`src/pkg/ocp_pkg.sv`:
```
package ocp_pkg;

   // Command codes of the over-current group
   localparam logic [7:0] CMD_OC_LIMIT = 8'h46;
   localparam logic [7:0] CMD_OC_REACT = 8'h47;
   localparam logic [7:0] CMD_OC_LV_LIMIT = 8'h48;

   // Reset values
   localparam logic [15:0] OC_LIMIT_RST = 16'h0000;
   localparam logic [7:0] OC_REACT_RST = 8'h00;
   localparam logic [15:0] OC_LV_LIMIT_RST = 16'h0000;

   // Fault reaction field layout
   localparam int RESP_HI = 7;
   localparam int RESP_LO = 6;
   localparam int RETRY_HI = 5;
   localparam int RETRY_LO = 3;
   localparam int DELAY_HI = 2;
   localparam int DELAY_LO = 0;
   localparam int REACT_W = 8;

   localparam logic [2:0] RETRY_NONE = 3'h0;
   localparam logic [2:0] RETRY_ENDLESS = 3'h7;
   localparam logic [7:0] ONE_UNIT = 8'h01;

   typedef enum logic [1:0] {
      RESP_IGNORE = 2'h0,
      RESP_RUN_DELAY = 2'h1,
      RESP_OFF_RETRY = 2'h2,
      RESP_DISABLE_RETRY = 2'h3
   } resp_t;

   // Gray along on -> wait -> try -> latch
   typedef enum logic [2:0] {
      ST_ON = 3'h0,
      ST_HOLD = 3'h4,
      ST_WAIT = 3'h1,
      ST_TRY = 3'h3,
      ST_LATCH = 3'h2
   } state_t;

   typedef struct packed {
      logic [7:0] cmd;
      logic wr;
      logic rd;
      logic [15:0] wdata;
   } reg_req_t;

   typedef struct packed {
      logic ack;
      logic err;
      logic [15:0] rdata;
   } reg_rsp_t;

endpackage : ocp_pkg

```
`src/verilog/overcurrent_fault_retry_logic.sv`:
```
// Behaviour
// RULE1: Retry codes 100, 101, 110 give four, five, six restart attempts.
// RULE2: When all permitted attempts fail, output stays off until fault cleared.
// RULE3: Attempt starts are spaced by delay field times the configured time unit.
// RULE4: Code 111 retries endlessly until commanded off, bias lost, other fault. The code has no bias-loss input; only command off or other fault stop it.
// RULE5: Delay codes 0,1,3,4,5,6,7 select 1,2,8,16,32,64,128 time units.
// RULE6: Delay count serves as run-on time or restart spacing; unit set elsewhere.
// RULE7: Sixteen-bit over-current fault threshold register at command 0x46.
// RULE8: Response 11 shuts the output down then follows the retry setting.
// RULE9: Any over-current fault sets the status bit and notifies the host. The code does so only for a fault seen while output_enable is high.
// RULE10: Retry code 000 makes no attempt; output off until fault cleared.
// RULE11: Sixteen-bit over-current low-voltage threshold register at command 0x48.
// RULE12: Retry field bits 5:3 set the number of restart attempts.
// RULE13: Clear-faults, status clear, off-then-on command or bias loss clear faults. The code has no bias-loss input.
// RULE14: Delay code 2 selects four time units.
// RULE15: Attempt counter returns to zero on fault clear or command re-enable.
module overcurrent_fault_retry_logic #(
   parameter int UNIT_W = 16
) (
   input wire logic ref_clk,
   input wire logic nrst,
   input wire ocp_pkg::reg_req_t reg_req,
   output ocp_pkg::reg_rsp_t reg_rsp,
   input wire logic [UNIT_W-1:0] unit_cycles,
   input wire logic oc_detect_pin,
   input wire logic output_cmd_on,
   input wire logic other_fault_off,
   input wire logic clear_faults,
   input wire logic status_clear,
   output logic output_enable,
   output logic oc_fault_status,
   output logic host_notify,
   output logic [2:0] retry_count,
   output logic [15:0] oc_limit,
   output logic [15:0] oc_lv_limit
);

   initial begin
      if (UNIT_W < 1 || UNIT_W > 32) begin
         $error("UNIT_W out of range");
      end
   end

   // Register file
   logic [15:0] overcurrent_fault_threshold;
   logic [7:0] overcurrent_fault_reaction;
   logic [15:0] overcurrent_low_voltage_threshold;
   ocp_pkg::reg_rsp_t next_rsp;

   wire hit_limit = reg_req.cmd == ocp_pkg::CMD_OC_LIMIT;
   wire hit_react = reg_req.cmd == ocp_pkg::CMD_OC_REACT;
   wire hit_lv = reg_req.cmd == ocp_pkg::CMD_OC_LV_LIMIT;
   wire hit_any = hit_limit | hit_react | hit_lv;
   wire access = reg_req.wr | reg_req.rd;
   wire wr_limit = reg_req.wr & hit_limit;
   wire wr_react = reg_req.wr & hit_react;
   wire wr_lv = reg_req.wr & hit_lv;

   wire [15:0] react_word = {8'h00, overcurrent_fault_reaction};
   wire [15:0] rd_mux = hit_limit ? overcurrent_fault_threshold :
                        hit_react ? react_word :
                        hit_lv ? overcurrent_low_voltage_threshold : 16'h0000;

   assign next_rsp.ack = access;
   assign next_rsp.err = access & ~hit_any;
   assign next_rsp.rdata = reg_req.rd ? rd_mux : 16'h0000;

   always_ff @(posedge ref_clk or negedge nrst) begin
      if (!nrst) begin
         overcurrent_fault_threshold <= ocp_pkg::OC_LIMIT_RST;
      end else if (wr_limit) begin
         overcurrent_fault_threshold <= reg_req.wdata; // [RULE7]
      end
   end

   always_ff @(posedge ref_clk or negedge nrst) begin
      if (!nrst) begin
         overcurrent_fault_reaction <= ocp_pkg::OC_REACT_RST;
      end else if (wr_react) begin
         overcurrent_fault_reaction <= reg_req.wdata[ocp_pkg::REACT_W-1:0];
      end
   end

   always_ff @(posedge ref_clk or negedge nrst) begin
      if (!nrst) begin
         overcurrent_low_voltage_threshold <= ocp_pkg::OC_LV_LIMIT_RST;
      end else if (wr_lv) begin
         overcurrent_low_voltage_threshold <= reg_req.wdata; // [RULE11]
      end
   end

   always_ff @(posedge ref_clk or negedge nrst) begin
      if (!nrst) begin
         reg_rsp <= '0;
      end else begin
         reg_rsp <= next_rsp;
      end
   end

   assign oc_limit = overcurrent_fault_threshold;
   assign oc_lv_limit = overcurrent_low_voltage_threshold;

   // Reaction fields
   ocp_pkg::resp_t resp;
   wire [2:0] retry_set =
      overcurrent_fault_reaction[ocp_pkg::RETRY_HI:ocp_pkg::RETRY_LO]; // [RULE12]
   wire [2:0] delay_code =
      overcurrent_fault_reaction[ocp_pkg::DELAY_HI:ocp_pkg::DELAY_LO];
   assign resp = ocp_pkg::resp_t'(
      overcurrent_fault_reaction[ocp_pkg::RESP_HI:ocp_pkg::RESP_LO]);

   // Doubling table; code 2 falls out as four units
   wire [7:0] delay_units = ocp_pkg::ONE_UNIT << delay_code; // [RULE5] [RULE14]

   // Comparator pin is asynchronous to ref_clk
   logic pin_s1;
   logic pin_s2;
   always_ff @(posedge ref_clk or negedge nrst) begin
      if (!nrst) begin
         pin_s1 <= 1'b0;
         pin_s2 <= 1'b0;
      end else begin
         pin_s1 <= oc_detect_pin;
         pin_s2 <= pin_s1;
      end
   end
   wire fault = pin_s2;

   // Command edge detection for off-then-on clearing
   logic cmd_on_q;
   always_ff @(posedge ref_clk or negedge nrst) begin
      if (!nrst) begin
         cmd_on_q <= 1'b0;
      end else begin
         cmd_on_q <= output_cmd_on;
      end
   end
   wire cmd_rise = output_cmd_on & ~cmd_on_q;
   wire clear_any = clear_faults | status_clear | cmd_rise; // [RULE13]
   wire abandon = ~output_cmd_on | other_fault_off; // [RULE4]

   // Delay timer: units of unit_cycles clocks each
   logic [UNIT_W-1:0] unit_cnt;
   logic [7:0] unit_tally;
   logic timer_start;
   wire [UNIT_W:0] unit_cnt_inc = {1'b0, unit_cnt} + {{UNIT_W{1'b0}}, 1'b1};
   // Unit of zero is treated as one clock rather than hanging
   wire unit_wrap = unit_cnt_inc >= {1'b0, unit_cycles};
   wire [7:0] tally_inc = unit_tally + 8'h01;
   wire expire = unit_wrap & (tally_inc == delay_units); // [RULE3] [RULE6]

   always_ff @(posedge ref_clk or negedge nrst) begin
      if (!nrst) begin
         unit_cnt <= '0;
         unit_tally <= 8'h00;
      end else if (timer_start) begin
         unit_cnt <= '0;
         unit_tally <= 8'h00;
      end else if (unit_wrap) begin
         unit_cnt <= '0;
         unit_tally <= expire ? unit_tally : tally_inc;
      end else begin
         unit_cnt <= unit_cnt_inc[UNIT_W-1:0];
      end
   end

   // Restart sequencer
   ocp_pkg::state_t state;
   ocp_pkg::state_t next_state;
   logic [2:0] attempts;
   logic [2:0] next_attempts;

   wire limited = retry_set != ocp_pkg::RETRY_ENDLESS;
   wire exhausted = limited & (attempts >= retry_set); // [RULE1] [RULE2]
   wire no_retry = retry_set == ocp_pkg::RETRY_NONE;
   wire shut_resp = resp == ocp_pkg::RESP_DISABLE_RETRY ||
                    resp == ocp_pkg::RESP_OFF_RETRY;
   wire [2:0] attempts_inc = attempts == ocp_pkg::RETRY_ENDLESS ?
                             attempts : attempts + 3'h1;

   always_comb begin
      next_state = state;
      next_attempts = attempts;
      timer_start = 1'b0;
      if (abandon || (clear_any && state != ocp_pkg::ST_ON)) begin
         next_state = ocp_pkg::ST_ON; // [RULE13] [RULE4]
         next_attempts = 3'h0; // [RULE15]
      end else begin
         case (state)
            ocp_pkg::ST_ON: begin
               if (fault && resp == ocp_pkg::RESP_RUN_DELAY) begin
                  next_state = ocp_pkg::ST_HOLD; // [RULE6]
                  timer_start = 1'b1;
               end else if (fault && shut_resp) begin
                  if (no_retry) begin
                     next_state = ocp_pkg::ST_LATCH; // [RULE10]
                  end else begin
                     next_state = ocp_pkg::ST_WAIT; // [RULE8]
                     timer_start = 1'b1;
                  end
               end
            end
            ocp_pkg::ST_HOLD: begin
               if (!fault) begin
                  next_state = ocp_pkg::ST_ON;
               end else if (expire) begin
                  next_state = no_retry ? ocp_pkg::ST_LATCH : ocp_pkg::ST_WAIT;
                  timer_start = 1'b1;
               end
            end
            ocp_pkg::ST_WAIT: begin
               if (expire) begin
                  next_state = ocp_pkg::ST_TRY; // [RULE3]
                  next_attempts = attempts_inc; // [RULE12]
                  timer_start = 1'b1;
               end
            end
            ocp_pkg::ST_TRY: begin
               if (fault) begin
                  // Timer keeps running so attempt starts stay evenly spaced
                  next_state = exhausted ? ocp_pkg::ST_LATCH : ocp_pkg::ST_WAIT; // [RULE2]
               end else if (expire) begin
                  next_state = ocp_pkg::ST_ON;
                  next_attempts = 3'h0; // [RULE15]
               end
            end
            ocp_pkg::ST_LATCH: begin
               next_state = ocp_pkg::ST_LATCH; // [RULE2] [RULE10]
            end
            default: begin
               next_state = ocp_pkg::ST_ON;
               next_attempts = 3'h0;
            end
         endcase
      end
   end

   wire next_out_on = ~abandon & (next_state == ocp_pkg::ST_ON ||
                                  next_state == ocp_pkg::ST_HOLD ||
                                  next_state == ocp_pkg::ST_TRY);

   always_ff @(posedge ref_clk or negedge nrst) begin
      if (!nrst) begin
         state <= ocp_pkg::ST_ON;
         attempts <= 3'h0;
         output_enable <= 1'b0;
      end else begin
         state <= next_state;
         attempts <= next_attempts;
         output_enable <= next_out_on;
      end
   end

   assign retry_count = attempts;

   // Sticky status; a fault in the clearing cycle wins
   wire fault_seen = fault & output_enable;
   wire next_status = fault_seen | (oc_fault_status & ~(clear_faults | status_clear));
   always_ff @(posedge ref_clk or negedge nrst) begin
      if (!nrst) begin
         oc_fault_status <= 1'b0;
         host_notify <= 1'b0;
      end else begin
         oc_fault_status <= next_status; // [RULE9]
         host_notify <= next_status; // [RULE9]
      end
   end

endmodule : overcurrent_fault_retry_logic
```
`config.mk`:
```
export PLATFORM = sky130hd
export DESIGN_NAME = overcurrent_fault_retry_logic
export DESIGN_NICKNAME = d
export VERILOG_FILES = /design/src/pkg/ocp_pkg.sv /design/src/verilog/overcurrent_fault_retry_logic.sv
export SDC_FILE = /design/constraint.sdc
export NUM_CORES = 1
export LEC_CHECK = 0
export BUFFER_PORTS_ARGS = -buffer_cell sky130_fd_sc_hd__buf_2
export CAP_MARGIN = 15
export CORE_MARGIN = 1.5
export CORE_UTILIZATION = 59
export CTS_CLUSTER_SIZE = 12
export DETAILED_ROUTE_END_ITERATION = 16
export MAX_ROUTING_LAYER = met4
export PLACE_DENSITY_LB_ADDON = 0.1
export SYNTH_ARGS = -nofsm -noshare
export SYNTH_HDL_FRONTEND = slang
export SYNTH_SLANG_ARGS = --single-unit
```
`constraint.sdc`:
```
create_clock -name ref_clk -period 10.8 [get_ports ref_clk]
set_clock_uncertainty 0.2 [all_clocks]
set_input_delay 1.62 -clock ref_clk [delete_from_list [all_inputs] [get_ports ref_clk]]
set_output_delay 1.62 -clock ref_clk [all_outputs]
set_load 0.01 [all_outputs]
```
==> results, run 1 <==
- The run finished with clean final reports.
- The largest net degree at the start of global routing is 76.
- The worst relative slew slack is 0.326.
- The number of flops mapped to enable cells by yosys is 0.
- Of all nets on the critical path, the largest fanout is 7.
- The number of detailed-route iterations in the first pass is 5.
- In this run the tool buffered the top-level ports with 104 buffer cells.
- The first global-routing pass estimated 17.3 mm of wire.
- For this run, the top clock speed supported by timing is 238 MHz.
- The cell-internal power is 580 uW.
- TritonCTS built the clock tree.
- The number of levels in the clock H-tree is 3.
- The initial core utilization is 0.620.
- The die covers 8800 sq um.
- The antenna diode instance count is 0.
- Tracing the worst setup path back leads to its startpoint at unit_cnt[0].
- The total setup buffers inserted after CTS is 0.
- The area of the core is 7850 sq um.
- The count of standard-cell rows is 32.
- The number of hold-repair buffers added at the cts stage is 0.
- The synthesized area is 4860 sq um.
- The required time of the critical path is 10850 ps.
- The areal power density over the cells is 142 nW/um^2.
- Clock latency on the worst-skew pair, taken at its later pin, is 360 ps.
- The number of setup violations in the final report is 0.
- The area growth from synthesis to layout is 16.5%.
- The critical path depth in cells is 17.
- The number of library cell types mapped by synthesis is 57.
- The startpoint kind of the worst setup timing path is a register.
- The die outline height is 93.8 um.
- The cell count of the worst hold path is 0.
- The total congestion overflow is 0.
- Traced cell by cell, the critical path runs through ha_1 -> nand3_1 -> nor2_1 -> inv_1 -> nor2_1 -> and3_1 -> xor2_1 -> ha_1 -> a21oi_1 -> nor2b_1 -> o31a_1 -> o21ai_0 -> nand3_1 -> and3_1 -> o311a_1 -> xnor2_1 -> o211a_1.
- At the placement stage, the worst setup path has a slack of 6240 ps.
- The post-detailed-route DRC marker count is 0.
- Summed over all cells, the static leakage comes to 0.00289 uW.
- Across the VDD grid, the largest voltage drop is 88.8 uV.
- The via count of the first global-routing pass is 3683.
- The total clock buffers created by CTS is 9.
- The share of total power dissipated in sequential elements is 0.495.
- A synthesized cell averages 10.8 sq um.
- The average wire length per cell after detail routing is 16.1 um.
- For this design the total switching power over the nets is 224 uW.
- The cell count after synthesis is 451.
- The detailed router finished its first iteration with 229 violations.
- The max capacitance violation total is 0.
- After filler insertion, the fill cell instance count of the layout stands at 599.
- For the pin with the worst max-slew slack, the measured transition is 1000 ps.
- The initial antenna violation count is 0.
- The routed layout has 3720 vias.
- No sink is reached through more buffers than the 2 on the longest clock path.
- The total negative slack for setup checks is 0 ps.
- The launch instance of the worst register-to-register path is unit_cnt[0].
- Yosys printed 0 warnings.
- The min-delay analysis places its worst path in the category register to register.
- After legalization and detailed placement, the total HPWL measured 7.67 mm.
- For this run, the total global-route usage over all layers was measured as 0.262.
- Among all flip-flop cells after synthesis, the most frequent one is dfrtp_1.
- The power share of the clock group is 0.324.
- After detailed routing, the number of vias per cell comes to 5.70.
- The final cycle utilization of the critical path is 0.388.
- The post-layout worst setup margin is 6610 ps.
- The worst-case reg-to-reg path depth is 17.
- The end of the worst register-to-register path is output_enable.
- The sequential-to-total area share from yosys stat is 0.479.
- The switching share of power is 0.279.
- The data arrival time of the worst path is 4240 ps.
- The number of clock sinks is 93.
- In this design, the stage delay of the slowest critical-path cell is 430 ps.
- After the last flow step, the layout net total stands at 618.
- In this run the clock root is driven by a clkbuf_8.
- The number of buffer and inverter instances along the worst setup path is 1.
- Setup repair after global routing left no endpoint under its margin.
- After synthesis, the share of flip-flops with an asynchronous set or reset is 1.00.
- The post-route minimum period is 4190 ps.
- The number of max-slew violations in the final report is 0.
- The cell with the largest stage delay on the worst path is dfrtp_1.
- The final hold violation count is 0.
- The kind of end point of the critical path is a register.
- The worst setup path is of the register to register kind.
- The count of nets left with antenna violations once routing finished came out at 0.
- The proportion of layout cells with a drive suffix above 1 is 0.314.
- The cell class contributing the biggest share of worst-path delay is simple AND/OR/NAND/NOR gates.
- The congestion estimate from routability-driven global placement came to 0.915.
- In this run, synthesis produced a sequential element count of 93.
- The number of nets in the synthesized netlist is 523.
- The most critical setup path has its endpoint at output_enable.
- In this run, post-CTS repair resized a total of 0 instances.
- The die width is 93.8 um.
- The share of power burned in combinational logic is 0.181.
- The slack of the worst reg-to-reg path is 6610 ps.
- After clock tree synthesis, the clock-pin slew on the worst setup and hold paths is 90 ps.
- Pin placement for this block handled 105 I/O pins.
- The routed design has 10.5 mm of wire.
==> cells by family after synthesis <==
family	Yosys count	share of synthesized area
simple gates	151	0.171
mux	44	0.101
flops	93	0.479
compound gates	65	0.0998
buf+inv	47	0.0404
fa+ha+maj	23	0.0592
xor+xnor	28	0.0504
==> metrics by stage <==
step                cell area, sq um  utilization  hold WS [ps]  instances  total power, uW
finish                          5670        0.722           160        653              804
global route                    5670        0.722           170        653              848
CTS                             5670        0.722           164        653              812
detailed placement              5440        0.693           152        637              550
global placement                5440        0.693           137        637              537
floorplan                       4860            -           131        451              496
==> metal layers <==
metal,up-vias,routed length [um],global-route usage
li1,1783,-,-
met1,1821,4520,0.335
met2,107,5260,0.418
met3,9,596,0.0663
met4,0,108,0.0697
met5,-,0,-
==> power by group through the flow <==
| stage | registers (uW) | clock network (uW) | logic, uW |
|---|---|---|---|
| detailed placement | 404 | 0 | 146 |
| floorplan | 398 | 0 | 97.3 |
| finish | 398 | 261 | 146 |
| CTS | 397 | 268 | 147 |
| global route | 402 | 281 | 165 |
| global placement | 403 | 0 | 134 |
==> worst min-delay path by stage <==
stage,start,endpoint,slack (ps)
2_1_floorplan,pin_s1,fault,130
3_3_place_gp,pin_s1,fault,140
3_5_place_dp,pin_s1,fault,150
4_1_cts,pin_s1,fault,160
5_1_grt,pin_s1,fault,170
6_report,pin_s1,fault,160
==> registers in the layout, summed over array words and instances (netlist names) <==
signal                      cells
overcurrent_fault_reaction      8
oc_lv_limit                    16
host_notify                     1
output_enable                   1
unit_cnt                       16
pin_s1                          1
reg_rsp                        18
fault                           1
oc_limit                       16
cmd_on_q                        1
state                           3
retry_count                     3
unit_tally                      8
==> final cells by class <==
class	instances	area (sq um)	area share
Inverter	25	93.8	0.0166
Timing Repair Buffer	106	538	0.0949
Tap cell	102	128	0.0225
Sequential cell	93	2330	0.411
Clock buffer	10	138	0.0243
Multi-Input combinational cell	311	2350	0.414
Clock inverter	6	93.8	0.0166
==> synthesized netlist by cell type, types with 2 or more instances <==
library cell  number  area, sq um
dfrtp_1           93         2330
mux2_2            40          450
nor2b_1           37          231
nor2_1            30          113
inv_1             25         93.8
nand3_1           24          120
ha_1              23          288
nand2_1           20         75.1
xnor2_1           15          131
xor2_1            13          114
clkbuf_1          12         45.0
a21oi_1           11         55.1
o21ai_0           11         55.1
a22oi_1            9         67.6
a222oi_1           8         80.1
and3_1             6         37.5
buf_2              6         30.0
nand4_1            6         37.5
nor3_1             5         25.0
mux2i_1            4         40.0
nand2b_1           4         25.0
o211ai_1           4         30.0
a31oi_1            3         18.8
and2_1             3         18.8
a22o_1             2         17.5
nand4b_1           2         17.5
nor3b_1            2         15.0
nor4_2             2         25.0
o31a_1             2         17.5
or3_1              2         12.5
==> cell usage in the layout (no fill, tap or decap), types with 5 or more instances in the layout <==
master and count:
ha_1 23, nor3_1 5, nand3_1 24, inv_1 25, clkbuf_8 10, nand4_1 6, mux2_2 40, buf_2 103
xor2_1 13, and3_1 6, dfrtp_1 93, a22oi_1 9, a222oi_1 8, a21oi_1 11, o21ai_0 11, nand2_1 20
nor2_1 30, nor2b_1 37, xnor2_1 15
(Power assumes the default switching activity.)
==> inputs of run 2 (changes only) <==
- CORE_UTILIZATION: 59 -> 49
- clock period: 10.8 -> 3.5 ns (I/O delays scaled with it)
==> run 2 against run 1 <==
Against the previous run:
- the flow now finishes with violations (negative hold slack)
- clock-buffer cell count unchanged
- hold slack worse by 170 ps
- flip-flop and latch count did not move
- via count is 6.0% higher
- sequential power rose to 3.0 times the previous value
- utilization down 9.4 points
- sequential share of layout area shrank 2.8 points
- critical path type unchanged
- largest cell class unchanged
==> results, run 2 (synthesis results as in run 1) <==
- The register with the most flip-flops is reg_rsp.
- The top cell types in the final layout, fill and taps aside, are 103 x buf_2, 93 x dfrtp_1, 40 x mux2_2, 39 x buf_4, 33 x nor2b_1.
- The detailed-placement wirelength estimate is 8.11 mm (+5.7%).
- The total routing usage reported by global routing is 0.228 (-0.0340).
- The later-pin clock latency in the skew report was 360 ps (about the same).
- The total clock buffers created by CTS is 9 (unchanged).
- The slew at the pin closest to its max-slew limit is 668 ps (-336 ps).
- The via count is 3944 (+6.0%).
- The DRC violation total after the first TritonRoute iteration is 158 (-31%).
- The via count of the first global-routing pass was 3896 (+5.8%).
- The number of clock sinks was 93 (unchanged).
- The worst relative slew slack was 0.555 (+0.229).
- The global-route wire length before repair is 18.0 mm (+3.9%).
- The checks that failed: negative hold slack.
- The peak fanout along the critical path was 3 (-4).
- The clock transition at the register clock pins on the worst setup and hold paths after CTS is 90 ps (about the same).
- The area of the core came to 9680 sq um (+23%).
- The number of max-slew violations in the final report came to 0 (unchanged).
- The startpoint kind of the worst setup timing path is a register.
- The combined area of the multi-input logic cells is 2460 sq um (+4.9%).
- The die outline height is 103 um (+9.4%).
- The area of the die is 10500 sq um (+20%).
- The global-route met3 utilization is 0.0454 (-0.0209).
- The final cycle utilization of the critical path came to 0.990 (+0.602).
- The final net count is 657 (+6.3%).
- The leakage component of the power is 0.00308 uW (+6.6%).
- The number of setup violations in the final report is 0 (unchanged).
- The post-route worst hold slack came to -11.1 ps (-171 ps).
- The flip-flop and latch area came to 2330 sq um (unchanged).
- The run finished, with violations left.
- The areal power density over the cells was 415 nW/um^2 (+190%).
- The die width came to 103 um (+9.4%).
- Leaving out fill and tap cells, the most frequent cell in the layout is buf_2.
- The count of filler cells inserted in the layout is 833 (+39%).
- The routability-driven placement congestion ratio was 0.825 (-9.9%).
- The data arrival time of the worst path was 3510 ps (-730 ps).
- The largest buffer count on any clock path is 2 (unchanged).
- The final wirelength came to 11.5 mm (+9.6%).
- The count of antenna-violating nets left after detailed routing was 0 (unchanged).
- The number of levels in the clock H-tree was 3 (unchanged).
- The number of top-level pins came to 105 (unchanged).
- The highest clock rate is 289 MHz (+21%).
- The worst hold path class is input pin to async pin.
- The area of placed instances is 5730 sq um (+5.5%).
- The slack of the worst reg-to-reg path is 30 ps (-6570 ps).
- The largest net degree at the start of global routing is 55 (-28%).
- The via density per instance is 5.46 (-4.1%).
- The max capacitance violation total was 0 (unchanged).
- The final hold violation count is 9 (+9).
- The number of hold-repair buffers added at the cts stage is 0 (unchanged).
- The proportion of layout cells with a drive suffix above 1 came to 0.396 (+0.0816).
- The required time of the critical path came to 3550 ps (-7300 ps).
- The number of flip-flops in the largest register is 18 (unchanged).
- The number of detailed-route iterations in the first pass is 5 (unchanged).
- The average wire length per cell after detail routing came to 15.9 um (-0.89%).
- Setup repair after global routing could not meet its margin everywhere.
- The final standard cell area without fillers is 6090 sq um (+7.4%).
- The initial core utilization is 0.502 (-0.118).
- The initial antenna violation count is 0 (unchanged).
- The post-route minimum period is 3470 ps (-729 ps).
- The worst setup path is of the register to register kind.
- The routing usage on met1 is 0.291 (-0.0443).
- The relative area change from synthesis to final layout is 25.2%.
- The total congestion overflow is 0 (unchanged).
- The global-route met2 utilization is 0.359 (-0.0587).
- The post-detailed-route DRC marker count came to 0 (unchanged).
- The count of buffers inserted at the top-level ports came to 104 (unchanged).
- The count of standard-cell rows is 36 (+13%).
- The clock tree from TritonCTS is built.
- The worst supply voltage drop on vdd was 226 uV (+150%).
- The clock root buffer is clkbuf_8.
- The antenna diode instance count is 0 (unchanged).
- The most used routing layer is met2.
- STA classifies the critical path endpoint as a register.
==> run 2: cell types whose count changed in the layout (fill, tap and decap cells not counted), moves of 3 or more <==
cell	previous run	this run
nor2_1	30	25
nand3_1	24	21
nor2_2	0	4
nor2b_1	37	33
nor2b_2	0	3
buf_4	3	39
==> run 2: metal layers <==
metal | part of all wire | wire length [um] | up-vias
met5 | 0 | 0 | -
met4 | 0.018 | 203 | 0
met3 | 0.055 | 635 | 17
met2 | 0.50 | 5780 | 123
met1 | 0.42 | 4880 | 1950
li1 | - | - | 1854
==> run 2: worst paths after layout <==
check	start	endpoint	cells past startpoint
worst max-delay path	unit_cnt[0]	output_enable	17
worst min-delay path	nrst	retry_count[2]	1
worst max register to register	unit_cnt[0]	output_enable	17
worst min register to register	pin_s1	fault	0
max in group asynchronous	nrst	oc_lv_limit[4]	2
min in group ref_clk	oc_detect_pin	pin_s1	1
==> run 2: report_power, final <==
part / internal, uW / switching (uW)
logic: 306 / 289
registers: 1150 / 66.8
clock network: 347 / 373
total: 1800 / 729
==> run 2: through the flow <==
step	setup TNS, ps	util	total power (uW)	cells	setup WS, ps
after floorplan	0	-	1540	451	6.64
after global placement	-5.73	0.592	1750	698	-5.73
after detailed placement	-232	0.592	1770	698	-118
after CTS	0	0.615	2510	715	4.13
after global routing	-728	0.629	2690	722	-146
final	0	0.629	2530	722	34.0
==> run 2: worst max-delay path, cell delays in order, from the launching register on <==
cell     delay, ps
dfrtp_1        380
ha_2           220
nand3_4         80
nor2_4         110
inv_2           50
nor2_2         100
buf_4          120
xor2_1         180
ha_1           280
a21oi_1        150
nor2_1          50
o31a_1         280
o21ai_2        130
nand3_2        120
and3_4         210
o311a_4        350
xnor2_1        130
o211a_1        210
==> run 2: final cells by class <==
type / instances / area share
multi-input cells: 312 / 0.405
flip-flops and latches: 93 / 0.382
repair buffers: 144 / 0.138
well taps: 133 / 0.0273
clock buffers: 10 / 0.0226
inverters: 25 / 0.0154
clock inverters: 5 / 0.00966
==> run 2: timing repair <==
action	in CTS	in global routing
gates cloned	0	1
gates resized for setup	3	20
buffers inserted	2	6
setup endpoints to repair	19	29
pin swaps	1	9
